--- config.mk ---
export PLATFORM = sky130hd
export DESIGN_NAME = swl_host
export DESIGN_NICKNAME = d
export VERILOG_FILES = /design/src/swl_pkg.sv /design/src/swl_byte_tx.sv /design/src/swl_byte_rx.sv /design/src/swl_host.sv
export VERILOG_INCLUDE_DIRS = /design/src
export SDC_FILE = /design/constraint.sdc
export NUM_CORES = 1
export LEC_CHECK = 0
export BUFFER_PORTS_ARGS = -buffer_cell sky130_fd_sc_hd__buf_4
export CORE_MARGIN = 2
export CORE_UTILIZATION = 42
export DETAILED_ROUTE_END_ITERATION = 10
export GPL_TIMING_DRIVEN = 0
export PLACE_DENSITY_LB_ADDON = 0.15
export SYNTH_ARGS = -nofsm -noshare
export SYNTH_HDL_FRONTEND = slang
export SYNTH_SLANG_ARGS = --single-unit
--- constraint.sdc ---
create_clock -name mclk -period 8.7 [get_ports mclk]
set_input_delay 1.74 -clock mclk [delete_from_list [all_inputs] [get_ports mclk]]
set_output_delay 1.74 -clock mclk [all_outputs]
set_load 0.01 [all_outputs]
--- src/swl_params.svh ---
// Constants for the single-wire register link host controller
`ifndef SWL_PARAMS_SVH
`define SWL_PARAMS_SVH

`define SWL_CLK_HZ          40000000
`define SWL_DEV_CLK_HZ      20000000
`define SWL_MIN_BAUD        9000
`define SWL_DEV_OVERSAMPLE  16
`define SWL_MIN_DIV         ((`SWL_CLK_HZ * `SWL_DEV_OVERSAMPLE + `SWL_DEV_CLK_HZ - 1) / `SWL_DEV_CLK_HZ)
`define SWL_MAX_DIV         (`SWL_CLK_HZ / `SWL_MIN_BAUD)
`define SWL_DROP_NUM        20
`define SWL_DROP_DEN        3

`define SWL_OFS_CTRL        8'h00
`define SWL_OFS_WDATA       8'h04
`define SWL_OFS_DIV         8'h08
`define SWL_OFS_STATUS      8'h0c
`define SWL_OFS_RDATA       8'h10
`define SWL_OFS_RADDR       8'h14
`define SWL_OFS_RTMO        8'h18

`define SWL_CTRL_GO         0
`define SWL_CTRL_WRITE      1
`define SWL_CTRL_NODE_LSB   8
`define SWL_CTRL_REG_LSB    16

`define SWL_ST_BUSY         0
`define SWL_ST_DONE         1
`define SWL_ST_CRC          2
`define SWL_ST_FRAME        3
`define SWL_ST_TMO          4
`define SWL_ST_HDR          5
`define SWL_ST_DIVREJ       6
`define SWL_ST_W            7

`define SWL_SYNC_BYTE       8'h05
`define SWL_SYNC_MASK       8'h0f
`define SWL_MASTER_ADDR     8'hff
`define SWL_CRC_POLY        8'h07
`define SWL_LEN_WRITE       4'd8
`define SWL_LEN_READ        4'd4
`define SWL_LEN_REPLY       4'd8
`define SWL_GAP_BITS        16'd63
`define SWL_IDLE_BITS       16'd13
`define SWL_DEF_RTMO        16'd160
`define SWL_FRAME_BITS      4'd9

`define SWL_RESP_OKAY       2'b00
`define SWL_RESP_SLVERR     2'b10

`endif

--- src/swl_pkg.sv ---
// Types shared by the single-wire register link host controller
package swl_pkg;
  typedef logic [7:0] byte_t;
  typedef enum logic [2:0] {ST_IDLE, ST_GUARD, ST_SEND, ST_LISTEN} ctl_state_e;
  typedef enum logic [1:0] {RX_IDLE, RX_START, RX_DATA, RX_STOP} rx_state_e;
endpackage : swl_pkg

--- src/swl_byte_tx.sv ---
// Byte transmitter: start bit, eight data bits LSB first, stop bit
`timescale 1ns/1ps
`include "swl_params.svh"
module swl_byte_tx #(
  parameter int DIV_W = 16
) (
  input  wire logic               mclk,    // System clock
  input  wire logic               arst_n,  // Async reset, active low
  input  wire logic [DIV_W-1:0]   div,     // Clocks per bit
  input  wire logic               go,      // Take byte when ready
  input  wire swl_pkg::byte_t     data,    // Byte to send
  output logic                    ready,   // Idle, can take a byte
  output logic                    line     // Serial output level
);
  logic [9:0]       shift;
  logic [3:0]       bitIdx;
  logic [DIV_W-1:0] timer;
  logic             busy;
  wire              bitEnd = (timer == DIV_W'(1));

  assign ready = ~busy;

  always_ff @(posedge mclk or negedge arst_n) begin
    if (!arst_n) begin
      busy   <= 1'b0;
      shift  <= '1;
      bitIdx <= '0;
      timer  <= '0;
      line   <= 1'b1;
    end else if (!busy) begin
      line <= 1'b1;
      if (go) begin
        busy   <= 1'b1;
        shift  <= {1'b1, data, 1'b0};
        bitIdx <= '0;
        timer  <= div;
        line   <= 1'b0;
      end
    end else if (bitEnd) begin
      timer <= div;
      if (bitIdx == `SWL_FRAME_BITS) begin
        busy <= 1'b0;
      end else begin
        bitIdx <= bitIdx + 4'd1;
        line   <= shift[bitIdx + 4'd1];
      end
    end else begin
      timer <= timer - DIV_W'(1);
    end
  end
endmodule : swl_byte_tx

--- src/swl_byte_rx.sv ---
// Byte receiver with mid-bit sampling and stop-bit check
`timescale 1ns/1ps
`include "swl_params.svh"
module swl_byte_rx #(
  parameter int DIV_W = 16
) (
  input  wire logic               mclk,      // System clock
  input  wire logic               arst_n,    // Async reset, active low
  input  wire logic [DIV_W-1:0]   div,       // Clocks per bit
  input  wire logic               enable,    // Listen to the line
  input  wire logic               line,      // Synchronised line level
  output logic                    startSeen, // Pulse: valid start bit
  output logic                    byteValid, // Pulse: byte received
  output logic                    frameErr,  // Pulse: stop bit low
  output swl_pkg::byte_t          data       // Received byte
);
  swl_pkg::rx_state_e state;
  logic [DIV_W-1:0]   timer;
  logic [2:0]         bitIdx;
  wire                tick = (timer == '0);

  always_ff @(posedge mclk or negedge arst_n) begin
    if (!arst_n) begin
      state     <= swl_pkg::RX_IDLE;
      timer     <= '0;
      bitIdx    <= '0;
      data      <= '0;
      startSeen <= 1'b0;
      byteValid <= 1'b0;
      frameErr  <= 1'b0;
    end else begin
      startSeen <= 1'b0;
      byteValid <= 1'b0;
      frameErr  <= 1'b0;
      timer     <= tick ? div - DIV_W'(1) : timer - DIV_W'(1);
      case (state)
        swl_pkg::RX_IDLE: begin
          if (enable && !line) begin
            state <= swl_pkg::RX_START;
            timer <= div >> 1;
          end
        end
        swl_pkg::RX_START: begin
          if (tick) begin
            state     <= line ? swl_pkg::RX_IDLE : swl_pkg::RX_DATA;
            startSeen <= ~line;
            bitIdx    <= '0;
          end
        end
        swl_pkg::RX_DATA: begin
          if (tick) begin
            data   <= {line, data[7:1]};
            bitIdx <= bitIdx + 3'd1;
            if (bitIdx == 3'd7) begin
              state <= swl_pkg::RX_STOP;
            end
          end
        end
        swl_pkg::RX_STOP: begin
          if (tick) begin
            state     <= swl_pkg::RX_IDLE;
            byteValid <= line;
            frameErr  <= ~line;
          end
        end
        default: state <= swl_pkg::RX_IDLE;
      endcase
    end
  end
endmodule : swl_byte_rx

--- src/swl_host.sv ---
// Host controller for a single-wire UART register link, AXI4-Lite programmed
// How it works
// - Datagrams open with sync byte 0x05, then node address 0 to 3.
// - Write datagram: sync, node, flag plus index, data MSB first, CRC.
// - Bytes framed by low start, high stop, data bits LSB first.
// - Host baud at least 9000 and at most device clock over 16.
// - Register byte bit 7 set means write, clear means read.
// - Gaps over 63 bit times reset; line idles 13 bit times before restart.
// - Host never drops baud below 15 percent of previous rate.
// - Line rests high; software disables the shared pin power-down function.
// - Read request: sync, node, cleared flag plus index, CRC.
// - With several slaves, software sets reply wait to at least 2.
// - CRC8 poly 0x07 from zero over all bytes, LSB first.
// - Host framing is 8 data bits, no parity.
`timescale 1ns/1ps
`include "swl_params.svh"
module swl_host #(
  parameter int          DIV_W   = 16,
  parameter logic [15:0] DEF_DIV = 16'd347
) (
  input  wire logic        mclk,     // 40 MHz clock
  input  wire logic        arst_n,   // Async reset, active low
  input  wire logic [7:0]  awaddr,   // AXI write address
  input  wire logic        awvalid,  // AXI write address valid
  output logic             awready,  // AXI write address ready
  input  wire logic [31:0] wdata,    // AXI write data
  input  wire logic [3:0]  wstrb,    // AXI write strobes
  input  wire logic        wvalid,   // AXI write data valid
  output logic             wready,   // AXI write data ready
  output logic [1:0]       bresp,    // AXI write response
  output logic             bvalid,   // AXI write response valid
  input  wire logic        bready,   // AXI write response ready
  input  wire logic [7:0]  araddr,   // AXI read address
  input  wire logic        arvalid,  // AXI read address valid
  output logic             arready,  // AXI read address ready
  output logic [31:0]      rdata,    // AXI read data
  output logic [1:0]       rresp,    // AXI read response
  output logic             rvalid,   // AXI read data valid
  input  wire logic        rready,   // AXI read data ready
  input  wire logic        uartIn,   // Shared line, input level
  output logic             uartOut,  // Shared line, driven level
  output logic             uartOeN   // Shared line enable, low drives
);
  generate
    if (DIV_W < 13 || DEF_DIV < `SWL_MIN_DIV || DEF_DIV > `SWL_MAX_DIV) begin : g_bad
      $error("swl_host: divider width or default out of range");
    end
  endgenerate

  // CRC step over one byte, LSB first
  function automatic swl_pkg::byte_t crcStep(input swl_pkg::byte_t crc,
                                             input swl_pkg::byte_t b);
    swl_pkg::byte_t c;
    c = crc;
    for (int i = 0; i < 8; i++) begin
      c = (c[7] ^ b[i]) ? ({c[6:0], 1'b0} ^ `SWL_CRC_POLY) : {c[6:0], 1'b0};
    end
    return c;
  endfunction : crcStep

  // Byte merge under write strobes
  function automatic logic [31:0] merge(input logic [31:0] old, input logic [31:0] nw,
                                        input logic [3:0] strb);
    logic [31:0] m;
    m = old;
    for (int i = 0; i < 4; i++) begin
      if (strb[i]) begin
        m[i*8 +: 8] = nw[i*8 +: 8];
      end
    end
    return m;
  endfunction : merge

  // Outgoing datagram byte by position
  function automatic swl_pkg::byte_t txByteAt(input logic [3:0] idx, input logic wr,
                                              input logic [1:0] node, input logic [6:0] reg7,
                                              input logic [31:0] d, input swl_pkg::byte_t crc);
    case (idx)
      4'd0:    return `SWL_SYNC_BYTE;
      4'd1:    return {6'h00, node};
      4'd2:    return {wr, reg7};
      4'd3:    return wr ? d[31:24] : crc;
      4'd4:    return d[23:16];
      4'd5:    return d[15:8];
      4'd6:    return d[7:0];
      default: return crc;
    endcase
  endfunction : txByteAt

  // Line input synchroniser
  logic lineMeta;
  logic lineSync;
  always_ff @(posedge mclk or negedge arst_n) begin
    if (!arst_n) begin
      lineMeta <= 1'b1;
      lineSync <= 1'b1;
    end else begin
      lineMeta <= uartIn;
      lineSync <= lineMeta;
    end
  end

  // Registers
  swl_pkg::ctl_state_e state;
  logic                    ctrlWrite;
  logic [1:0]              ctrlNode;
  logic [6:0]              ctrlReg;
  logic [31:0]             wdataReg;
  logic [DIV_W-1:0]        divReg;
  logic [15:0]             rtmoReg;
  logic [`SWL_ST_W-1:1]    status;
  logic [31:0]             rdataReg;
  swl_pkg::byte_t          raddrReg;

  // AXI write path: address and data taken together
  wire wrFire = awvalid & wvalid & ~bvalid;
  assign awready = ~bvalid & wvalid;
  assign wready  = ~bvalid & awvalid;

  wire hitCtrl   = (awaddr == `SWL_OFS_CTRL);
  wire hitWdata  = (awaddr == `SWL_OFS_WDATA);
  wire hitDiv    = (awaddr == `SWL_OFS_DIV);
  wire hitStatus = (awaddr == `SWL_OFS_STATUS);
  wire hitRtmo   = (awaddr == `SWL_OFS_RTMO);
  wire wrMapped  = hitCtrl | hitWdata | hitDiv | hitStatus | hitRtmo |
                   (awaddr == `SWL_OFS_RDATA) | (awaddr == `SWL_OFS_RADDR);

  wire [31:0] ctrlView = {9'h000, ctrlReg, 6'h00, ctrlNode, 6'h00, ctrlWrite, 1'b0};
  wire [31:0] ctrlNew  = merge(ctrlView, wdata, wstrb);
  wire [31:0] divNew   = merge({{(32-DIV_W){1'b0}}, divReg}, wdata, wstrb);
  wire        idle     = (state == swl_pkg::ST_IDLE);
  wire        goReq    = wrFire & hitCtrl & wstrb[0] & wdata[`SWL_CTRL_GO] & idle;

  // Divider bounds and no abrupt rate drop below 15 percent
  wire divInRange = (divNew >= 32'(`SWL_MIN_DIV)) && (divNew <= 32'(`SWL_MAX_DIV));
  wire divTooSlow = (divNew * 32'(`SWL_DROP_DEN)) >
                    (32'(divReg) * 32'(`SWL_DROP_NUM));
  wire divOk      = divInRange & ~divTooSlow & idle;
  wire divWrite   = wrFire & hitDiv & (|wstrb);
  wire [31:0] rtmoNew = merge({16'h0000, rtmoReg}, wdata, wstrb);

  // AXI read path
  logic [31:0] rdMux;
  wire         rdMapped = (araddr == `SWL_OFS_CTRL) | (araddr == `SWL_OFS_WDATA) |
                          (araddr == `SWL_OFS_DIV) | (araddr == `SWL_OFS_STATUS) |
                          (araddr == `SWL_OFS_RDATA) | (araddr == `SWL_OFS_RADDR) |
                          (araddr == `SWL_OFS_RTMO);
  assign arready = ~rvalid;
  always_comb begin
    case (araddr)
      `SWL_OFS_CTRL:   rdMux = ctrlView;
      `SWL_OFS_WDATA:  rdMux = wdataReg;
      `SWL_OFS_DIV:    rdMux = {{(32-DIV_W){1'b0}}, divReg};
      `SWL_OFS_STATUS: rdMux = {{(32-`SWL_ST_W){1'b0}}, status, ~idle};
      `SWL_OFS_RDATA:  rdMux = rdataReg;
      `SWL_OFS_RADDR:  rdMux = {24'h000000, raddrReg};
      `SWL_OFS_RTMO:   rdMux = {16'h0000, rtmoReg};
      default:         rdMux = 32'h00000000;
    endcase
  end

  always_ff @(posedge mclk or negedge arst_n) begin
    if (!arst_n) begin
      bvalid <= 1'b0;
      bresp  <= `SWL_RESP_OKAY;
      rvalid <= 1'b0;
      rresp  <= `SWL_RESP_OKAY;
      rdata  <= '0;
    end else begin
      if (wrFire) begin
        bvalid <= 1'b1;
        bresp  <= wrMapped ? `SWL_RESP_OKAY : `SWL_RESP_SLVERR;
      end else if (bready) begin
        bvalid <= 1'b0;
      end
      if (arvalid && !rvalid) begin
        rvalid <= 1'b1;
        rdata  <= rdMux;
        rresp  <= rdMapped ? `SWL_RESP_OKAY : `SWL_RESP_SLVERR;
      end else if (rready) begin
        rvalid <= 1'b0;
      end
    end
  end

  // Byte engines
  logic           txReady;
  logic           txLine;
  logic           rxStart;
  logic           rxValid;
  logic           rxFrameErr;
  swl_pkg::byte_t rxByte;
  logic [3:0]     txIdx;
  logic [3:0]     rxIdx;
  swl_pkg::byte_t crcAcc;

  wire [3:0]      txLen  = ctrlWrite ? `SWL_LEN_WRITE : `SWL_LEN_READ;
  wire            txGo   = (state == swl_pkg::ST_SEND) & txReady & (txIdx != txLen);
  wire swl_pkg::byte_t txByte = txByteAt(txIdx, ctrlWrite, ctrlNode, ctrlReg, wdataReg, crcAcc);

  swl_byte_tx #(.DIV_W(DIV_W)) u_tx (
    .mclk   (mclk),
    .arst_n (arst_n),
    .div    (divReg),
    .go     (txGo),
    .data   (txByte),
    .ready  (txReady),
    .line   (txLine)
  );

  swl_byte_rx #(.DIV_W(DIV_W)) u_rx (
    .mclk      (mclk),
    .arst_n    (arst_n),
    .div       (divReg),
    .enable    (state == swl_pkg::ST_LISTEN),
    .line      (lineSync),
    .startSeen (rxStart),
    .byteValid (rxValid),
    .frameErr  (rxFrameErr),
    .data      (rxByte)
  );

  // Bit-time ticker for guard and timeouts
  logic [DIV_W-1:0] tickCnt;
  logic [15:0]      bitCnt;
  wire              tick    = (tickCnt == divReg - DIV_W'(1));
  wire              guardCl = (state == swl_pkg::ST_GUARD) & ~lineSync;
  wire [15:0]       waitLim = (rxIdx == 4'd0) ? rtmoReg : `SWL_GAP_BITS;

  // Reply checks
  wire lastRx  = rxValid & (rxIdx == `SWL_LEN_REPLY - 4'd1);
  wire hdrBad  = ((rxIdx == 4'd0) && ((rxByte & `SWL_SYNC_MASK) != `SWL_SYNC_BYTE)) ||
                 ((rxIdx == 4'd1) && (rxByte != `SWL_MASTER_ADDR)) ||
                 ((rxIdx == 4'd2) && (rxByte != {1'b0, ctrlReg}));
  wire crcBad  = lastRx & (rxByte != crcAcc);
  wire tmo     = (state == swl_pkg::ST_LISTEN) & tick & (bitCnt >= waitLim);
  wire rxFail  = rxFrameErr | tmo | crcBad | (rxValid & hdrBad);
  wire sendEnd = (state == swl_pkg::ST_SEND) & txReady & (txIdx == txLen);

  // Status events
  wire evDone  = (sendEnd & ctrlWrite) | (lastRx & ~crcBad & ~hdrBad);
  wire [`SWL_ST_W-1:1] evSet = {divWrite & ~divOk, rxValid & hdrBad, tmo,
                                rxFrameErr, crcBad, evDone};
  wire [`SWL_ST_W-1:1] w1c   = (wrFire & hitStatus & wstrb[0]) ?
                               wdata[`SWL_ST_W-1:1] : '0;

  always_ff @(posedge mclk or negedge arst_n) begin
    if (!arst_n) begin
      state    <= swl_pkg::ST_IDLE;
      ctrlWrite <= 1'b0;
      ctrlNode <= '0;
      ctrlReg  <= '0;
      wdataReg <= '0;
      divReg   <= DEF_DIV[DIV_W-1:0];
      rtmoReg  <= `SWL_DEF_RTMO;
      status   <= '0;
      rdataReg <= '0;
      raddrReg <= '0;
      txIdx    <= '0;
      rxIdx    <= '0;
      crcAcc   <= '0;
      tickCnt  <= '0;
      bitCnt   <= '0;
      uartOut  <= 1'b1;
      uartOeN  <= 1'b1;
    end else begin
      status  <= (status & ~w1c) | evSet;
      uartOut <= txLine;
      tickCnt <= (tick || guardCl || rxStart) ? '0 : tickCnt + DIV_W'(1);
      if (guardCl || rxStart) begin
        bitCnt <= '0;
      end else if (tick) begin
        bitCnt <= bitCnt + 16'd1;
      end
      if (wrFire && hitCtrl && idle) begin
        ctrlWrite <= ctrlNew[`SWL_CTRL_WRITE];
        ctrlNode  <= ctrlNew[`SWL_CTRL_NODE_LSB +: 2];
        ctrlReg   <= ctrlNew[`SWL_CTRL_REG_LSB +: 7];
      end
      if (wrFire && hitWdata && idle) begin
        wdataReg <= merge(wdataReg, wdata, wstrb);
      end
      if (wrFire && hitRtmo) begin
        rtmoReg <= (rtmoNew[15:0] == 16'h0000) ? rtmoReg : rtmoNew[15:0];
      end
      if (divWrite && divOk) begin
        divReg <= divNew[DIV_W-1:0];
      end
      case (state)
        swl_pkg::ST_IDLE: begin
          if (goReq) begin
            state  <= swl_pkg::ST_GUARD;
            bitCnt <= '0;
            tickCnt <= '0;
          end
        end
        swl_pkg::ST_GUARD: begin
          if (tick && bitCnt == `SWL_IDLE_BITS - 16'd1) begin
            state   <= swl_pkg::ST_SEND;
            txIdx   <= '0;
            crcAcc  <= '0;
            uartOeN <= 1'b0;
          end
        end
        swl_pkg::ST_SEND: begin
          if (txGo) begin
            txIdx  <= txIdx + 4'd1;
            crcAcc <= crcStep(crcAcc, txByte);
          end
          if (sendEnd) begin
            uartOeN <= 1'b1;
            rxIdx   <= '0;
            crcAcc  <= '0;
            bitCnt  <= '0;
            state   <= ctrlWrite ? swl_pkg::ST_IDLE : swl_pkg::ST_LISTEN;
          end
        end
        swl_pkg::ST_LISTEN: begin
          if (rxValid) begin
            rxIdx  <= rxIdx + 4'd1;
            crcAcc <= crcStep(crcAcc, rxByte);
            if (rxIdx == 4'd2) begin
              raddrReg <= rxByte;
            end
            if (rxIdx >= 4'd3 && rxIdx <= 4'd6) begin
              rdataReg <= {rdataReg[23:0], rxByte};
            end
          end
          if (rxFail || lastRx) begin
            state <= swl_pkg::ST_IDLE;
          end
        end
        default: state <= swl_pkg::ST_IDLE;
      endcase
    end
  end
endmodule : swl_host

== After elaboration in Yosys (flattened, before gate mapping) ==
Index checks and enable logic that the tools add are counted.

* Register bits after elaboration: 276
* Bits of input ports: 60
* Output and inout port bits: 43
* Word-level logic and storage cells: 352

* $add $sub $neg: 9
* Multipliers: 2
* Magnitude comparators: 7
* Equal/unequal tests: 52
* Muxes and demuxes: 97
* Bitwise gates (word level): 87
* Reductions and logical operators: 59

{| class="wikitable"
|+ Operator list
! cell !! number
|-
| 2-to-1 mux 16 bit || 14
|-
| one-hot mux 32 bit (7 select lines) || 1
|-
| 2-to-1 mux 8 bit || 11
|-
| 2-to-1 mux 3 bit || 22
|-
| one-hot mux 8 bit (7 select lines) || 1
|-
| equality test 8 x 5 -> 1 bit (second input constant) || 6
|-
| subtractor 16 x 1 -> 16 bit (second input constant) || 3
|-
| NOT 3 bit || 15
|-
| 2-to-1 mux 4 bit || 9
|-
| adder 16 x 1 -> 16 bit (second input constant) || 2
|-
| equality test 8 x 4 -> 1 bit (second input constant) || 4
|-
| greater-or-equal comparator 32 x 6 -> 1 bit (second input constant) || 1
|-
| > comparator 32 x 21 -> 1 bit || 1
|-
| <= comparator 32 x 13 -> 1 bit (second input constant) || 1
|-
| zero test 16 bit || 2
|-
| multiplier 32 x 2 -> 32 bit (second input constant) || 1
|-
| one-hot mux 16 bit (2 select lines) || 1
|-
| bitwise AND 1 bit || 27
|-
| one-hot mux 8 bit (3 select lines) || 1
|-
| AND reduction 2 bit || 11
|-
| AND reduction 3 bit || 7
|-
| 2-to-1 mux 1 bit || 20
|-
| multiplier 16 x 3 -> 19 bit (second input constant) || 1
|-
| 2-to-1 mux 2 bit || 9
|-
| 53 further kinds || 142
|}

== Depth between registers and ports, before layout ==
* Word-level depth: 21
* Mapped depth: 27
* Gate-level depth less buffers: 23

== Cells and area by module ==
Synthesis repeated with hierarchy kept, for this count alone.

* Cells, all modules: 2089
* Area, all modules: 19419.9 µm²

{| class="wikitable"
|+ Modules (own cells, without submodules)
! module !! instances !! cells an instance !! area each (µm²) !! sequential area each (µm²)
|-
| swl_host || 1 || 1687 || 15576.2 || 5270.1
|-
| swl_byte_rx || 1 || 213 || 1969.4 || 800.8
|-
| swl_byte_tx || 1 || 189 || 1874.3 || 788.3
|}

== Worst setup path after synthesis ==
Ideal clock, no wire load.

* Kind: input to register
* From: input wstrb[0]
* To: register divReg[10]
* Library setup time: 0.125 ns
* Arrival: 7.960 ns
* Required time: 8.575 ns
* Path slack: 0.616 ns
* Stages on the path: 25
* Cells stage by stage: buf_2 > clkbuf_1 > clkbuf_1 > o21ai_0 > ha_1 > inv_1 > o311a_1 > o21ai_0 > a211oi_1 > o21ai_0 > a211oi_1 > o21bai_1 > a21oi_1 > xnor2_1 > ha_1 > nand4_1 > or4_1 > o41a_1 > a211oi_1 > o2111ai_1 > a2111oi_0 > nand4_1 > nor4_4 > buf_4 > mux2_2

* Word-level cells in the longest chain between the ends: 7
* Elaborated cells between the ends (all ways): 12
* Those cells by class: mul: 1; order compare: 3; mux: 1; bitwise: 4; reduce/logical: 3

{| class="wikitable"
|+ RTL lines
! item !! RTL line !! RTL
|-
| start, declared || swl_host.sv:27 || <nowiki>input wire logic [3:0] wstrb,</nowiki>
|-
| 2-to-1 mux 8 bit * || swl_host.sv:67 || <nowiki>if (strb[i]) begin</nowiki>
|-
| via divNew[1] || swl_host.sv:130 || <nowiki>wire [31:0] divNew = merge({{(32-DIV_W){1'b0}}, divReg}, wdata, wstrb);</nowiki>
|-
| multiplier 32 x 2 -> 32 bit || swl_host.sv:136 || <nowiki>wire divTooSlow = (divNew * 32'(`SWL_DROP_DEN)) ></nowiki>
|-
| > comparator 32 x 21 -> 1 bit || swl_host.sv:136 ||
|-
| NOT 1 bit || swl_host.sv:138 || <nowiki>wire divOk = divInRange & ~divTooSlow & idle;</nowiki>
|-
| bitwise AND 1 bit * (2 in series) || swl_host.sv:138 ||
|-
| logical AND 1 bit * || swl_host.sv:286 || <nowiki>if (divWrite && divOk) begin</nowiki>
|-
| end signal, assigned || swl_host.sv:254 || <nowiki>divReg <= DEF_DIV[DIV_W-1:0];</nowiki>
|-
| end signal, assigned || swl_host.sv:287 || <nowiki>divReg <= divNew[DIV_W-1:0];</nowiki>
|-
| end, declared || swl_host.sv:109 || <nowiki>logic [DIV_W-1:0] divReg;</nowiki>
|}

The timed path passes the listed nets; every way through them passes the cells marked *.
A chain may end at the register's enable or synchronous reset.

== Worst setup path after layout ==
* From: input wstrb[1]
* To: register divReg[10]

The elaborated chain is that of the path after synthesis.

==> flow_metrics.py <==
metrics = {
    "outcome": {
        "outcome": "completed",
    },
    "clocking": {
        "clk_root_buffer_cell": "clkbuf_16",
        "cts_made_buffers": 31,
        "clock_sinks": 273,
        "htreeDepth": 1,
        "clk_latency_ns": 0.59,
        "cts_tree": "yes",
        "clk_path_buf_depth": 3,
        "clkTransAtPathRegs_ns": 0.06,
        "hold_buffers": 0,
    },
    "job": {
        "maxCapViolCount": 0,
    },
    "final_layout": {
        "drive_gt1_share_pct": 14.9,
        "nFillCells": 4395,
        "post-route-util_pct": 48.3,
        "nNetsFinal": 2470,
        "final_area_mm2": 0.0219,
        "multi_input_area_mm2": 0.0116,
        "area_delta_synth_final_pct": 13.7,
        "ff_latch_area_mm2": 0.00686,
    },
    "timing": {
        "skew_ns": 0.0218,
        "worst-slew-pin-transition_ns": 1.11,
        "hold_slack_ns": 0.354,
        "max_freq_mhz": 120,
        "setup_tns_ns": 0,
        "finalCriticalPeriod_ns": 8.32,
        "final_max_slew_viol_count": 0,
        "rsz0062_at_grt": "false",
        "finalSetupViolations": 0,
        "slew_headroom_pct": 26.1,
        "hold_viol": 0,
        "final.period_utilization_pct": 95.6,
    },
    "critical_path": {
        "cp-end-kind": "register",
        "worst_r2r_endpoint": "divReg[10]",
        "r2r_cells": 25,
        "cp_data_required_time_ns": 9.16,
        "critical_path.max_fanout": 10,
        "crit_path_start_kind": "input pin",
        "reg2reg_from": "divReg[4]",
        "critical_path_class": "input pin to register",
        "cp.arrival_ns": 8.78,
        "r2r_setup_slack_ns": 0.87,
    },
    "power": {
        "internal-power_mw": 2.20,
        "power_frac_comb_pct": 10.4,
        "cellLeakagePower_nw": 9.92,
        "vdd_drop_max_mv": 0.119,
        "clockPowerShare_pct": 46.4,
        "power_density_mw_per_mm2": 135,
        "pwr-share-seq_pct": 43.2,
        "p_sw_share_pct": 25.7,
        "p_switching_mw": 0.759,
    },
    "die": {
        "initial_core_util_pct": 42.5,
        "core_area_mm2": 0.0454,
        "die_h_um": 218,
        "fp.dieArea_mm2": 0.0477,
        "pin_count": 103,
        "fp.dieW_um": 218,
        "rows": 78,
    },
    "logic_synthesis": {
        "synthTopCellsByCount": "dfrtp_1, nand2_1, o21ai_0",
        "synth_top_flop_cell": "dfrtp_1",
        "ys_seq_elements": 273,
        "yosysWarnings": 0,
        "synth-edff-count": 0,
        "syn-mean-instance-area_um2": 9.07,
        "synth.most_common_cell": "dfrtp_1",
        "synthCells": 2127,
        "synth.area.top_cells": "dfrtp_1, ha_1, mux2_2",
        "syn-cell-area_mm2": 0.0193,
        "synthDistinctLibCells": 84,
        "ys_seq_area_share_pct": 35.5,
        "yosys.area.top_type": "dfrtp_1",
        "async_flop_share_pct": 100,
        "yosys.area.top_type_share_pct": 32.6,
    },
    "global_routing": {
        "track_usage_pct": 26.1,
        "grt_max_degree": 112,
        "grt_pass1_wl_um": 96200,
        "antenna_found_initial": 2,
        "grt.overflow.total": 0,
        "grt_pass1_vias": 16282,
    },
    "detailed_routing": {
        "num_vias": 16777,
        "ant_nets": 0,
        "dr.pass1.iters": 6,
        "routedWlPerCell_um": 21.6,
        "drc": 0,
        "viasPerCell": 5.82,
        "drt_iter0_markers": 1506,
        "drt_wl_total_um": 62300,
    },
    "placement": {
        "place_area_mm2": 0.0208,
        "gp_congestion": 0.933,
        "hpwlAfterDp_um": 49000,
        "port_buffers": 93,
    },
    "min_path": {
        "hold_class": "register to register",
        "min_to": "lineSync",
        "hold_start": "lineMeta",
        "hold_depth": 0,
    },
}
how the worst max path moves through the flow:
stage | startpoint | end | cells after the start
final | wstrb[1] | divReg[10] | 24
after global routing | wstrb[0] | divReg[10] | 27
after CTS | wstrb[0] | divReg[10] | 27
after detailed placement | wstrb[0] | divReg[11] | 27
after global placement | wstrb[0] | divReg[11] | 25
after floorplan | wstrb[0] | divReg[10] | 25
routing by layer:
layer  track usage [%]  part of all wire, %  vias up
li1                  -                    -     7923
met1              35.5                   44     8259
met2              43.1                   47      510
met3              3.33                  6.2       85
met4              7.87                  3.0        0
met5                 0                    0        -
final cells by class:
| cell class | count | share of cell area (%) |
|---|---|---|
| tap | 600 | 3.42 |
| clock buffer | 44 | 4.12 |
| timing repair buffer | 97 | 3.54 |
| clock inverter | 14 | 0.764 |
| sequential | 273 | 31.3 |
| buffer | 111 | 2.11 |
| inverter | 103 | 1.76 |
| multi-input combinational | 1641 | 53.0 |
| antenna | 1 | 0.0114 |
cells by family (layout without fill, tap and decap cells):
group                    Yosys count  after routing  share of synthesized area [%]
AND/OR/NAND/NOR                  660            660                           16.4
AO/OA/AOI/OAI                    517            517                           17.2
flip-flops                       273            273                           35.5
buffers and inverters            214            369                           4.38
multiplexers                     159            159                           9.20
adder cells (fa/ha/maj)          152            152                           9.93
XOR/XNOR                         151            151                           7.29
other                              1              3                         0.0194
layout by cell type, fill, tap and decap left out, types with 22 or more instances in the layout:
| cell | instances |
|---|---|
| a21oi_1 | 122 |
| a221oi_1 | 22 |
| a22oi_1 | 31 |
| buf_4 | 97 |
| clkbuf_1 | 100 |
| clkbuf_16 | 31 |
| dfrtp_1 | 251 |
| dfstp_2 | 22 |
| ha_1 | 150 |
| inv_1 | 103 |
| mux2_2 | 126 |
| mux2i_1 | 31 |
| nand2_1 | 231 |
| nand3_1 | 64 |
| nand4_1 | 28 |
| nor2_1 | 139 |
| nor3_1 | 42 |
| nor4_1 | 27 |
| o21ai_0 | 163 |
| xnor2_1 | 99 |
| xor2_1 | 46 |
power groups by stage:
stage	Clock (mW)	Combinational (mW)	Sequential, mW
after floorplan	0	0.180	1.30
after global placement	0	0.294	1.30
after detailed placement	0	0.301	1.30
after CTS	1.41	0.304	1.28
after global routing	1.46	0.342	1.28
final	1.37	0.307	1.28
per-stage QoR:
step | instances | power (mW) | setup WS, ns
2_1_floorplan | 2128 | 1.48 | 0.616
3_3_place_gp | 2821 | 1.59 | -0.960
6_report | 2884 | 2.96 | 0.381
3_5_place_dp | 2823 | 1.60 | -1.01
5_1_grt | 2883 | 3.08 | 0.0409
4_1_cts | 2882 | 2.99 | 0.109
worst max-delay path: stages:
cell and delay [ns]:
clkbuf_2 0.27, clkbuf_1 0.46, mux2_2 0.49, inv_1 0.10
ha_1 0.28, and2_1 0.18, and4_1 0.22, a211oi_2 0.37
o21ai_1 0.19, a211oi_1 0.26, o21bai_1 0.11, a21oi_1 0.18
xnor2_1 0.10, ha_1 0.31, nand4_1 0.16, or4_1 0.60
o41a_1 0.48, a211oi_1 0.32, o2111ai_1 0.18, a2111oi_0 0.45
nand4_1 0.27, nor4_4 0.39, buf_4 0.28, mux2_2 0.35
timing repair:
| action | in CTS | in global routing |
|---|---|---|
| endpoints found under the setup margin | 15 | 16 |
| pin swaps | 1 | 2 |
| setup buffers | 1 | 1 |
| resized for setup | 5 | 8 |
registers in the layout (all words and copies together) (netlist names), 2 cells and up, named ones only:
| register | count |
|---|---|
| bitCnt | 16 |
| crcAcc | 8 |
| ctrlNode | 2 |
| ctrlReg | 7 |
| divReg | 16 |
| raddrReg | 8 |
| rdata | 32 |
| rdataReg | 32 |
| rtmoReg | 16 |
| rxIdx | 4 |
| state | 2 |
| status | 6 |
| tickCnt | 16 |
| txIdx | 4 |
| u_rx.bitIdx | 3 |
| u_rx.data | 8 |
| u_rx.timer | 16 |
| u_tx.bitIdx | 4 |
| u_tx.shift | 9 |
| u_tx.timer | 16 |
| wdataReg | 32 |
Note: power is estimated with default switching activity, not from simulation.
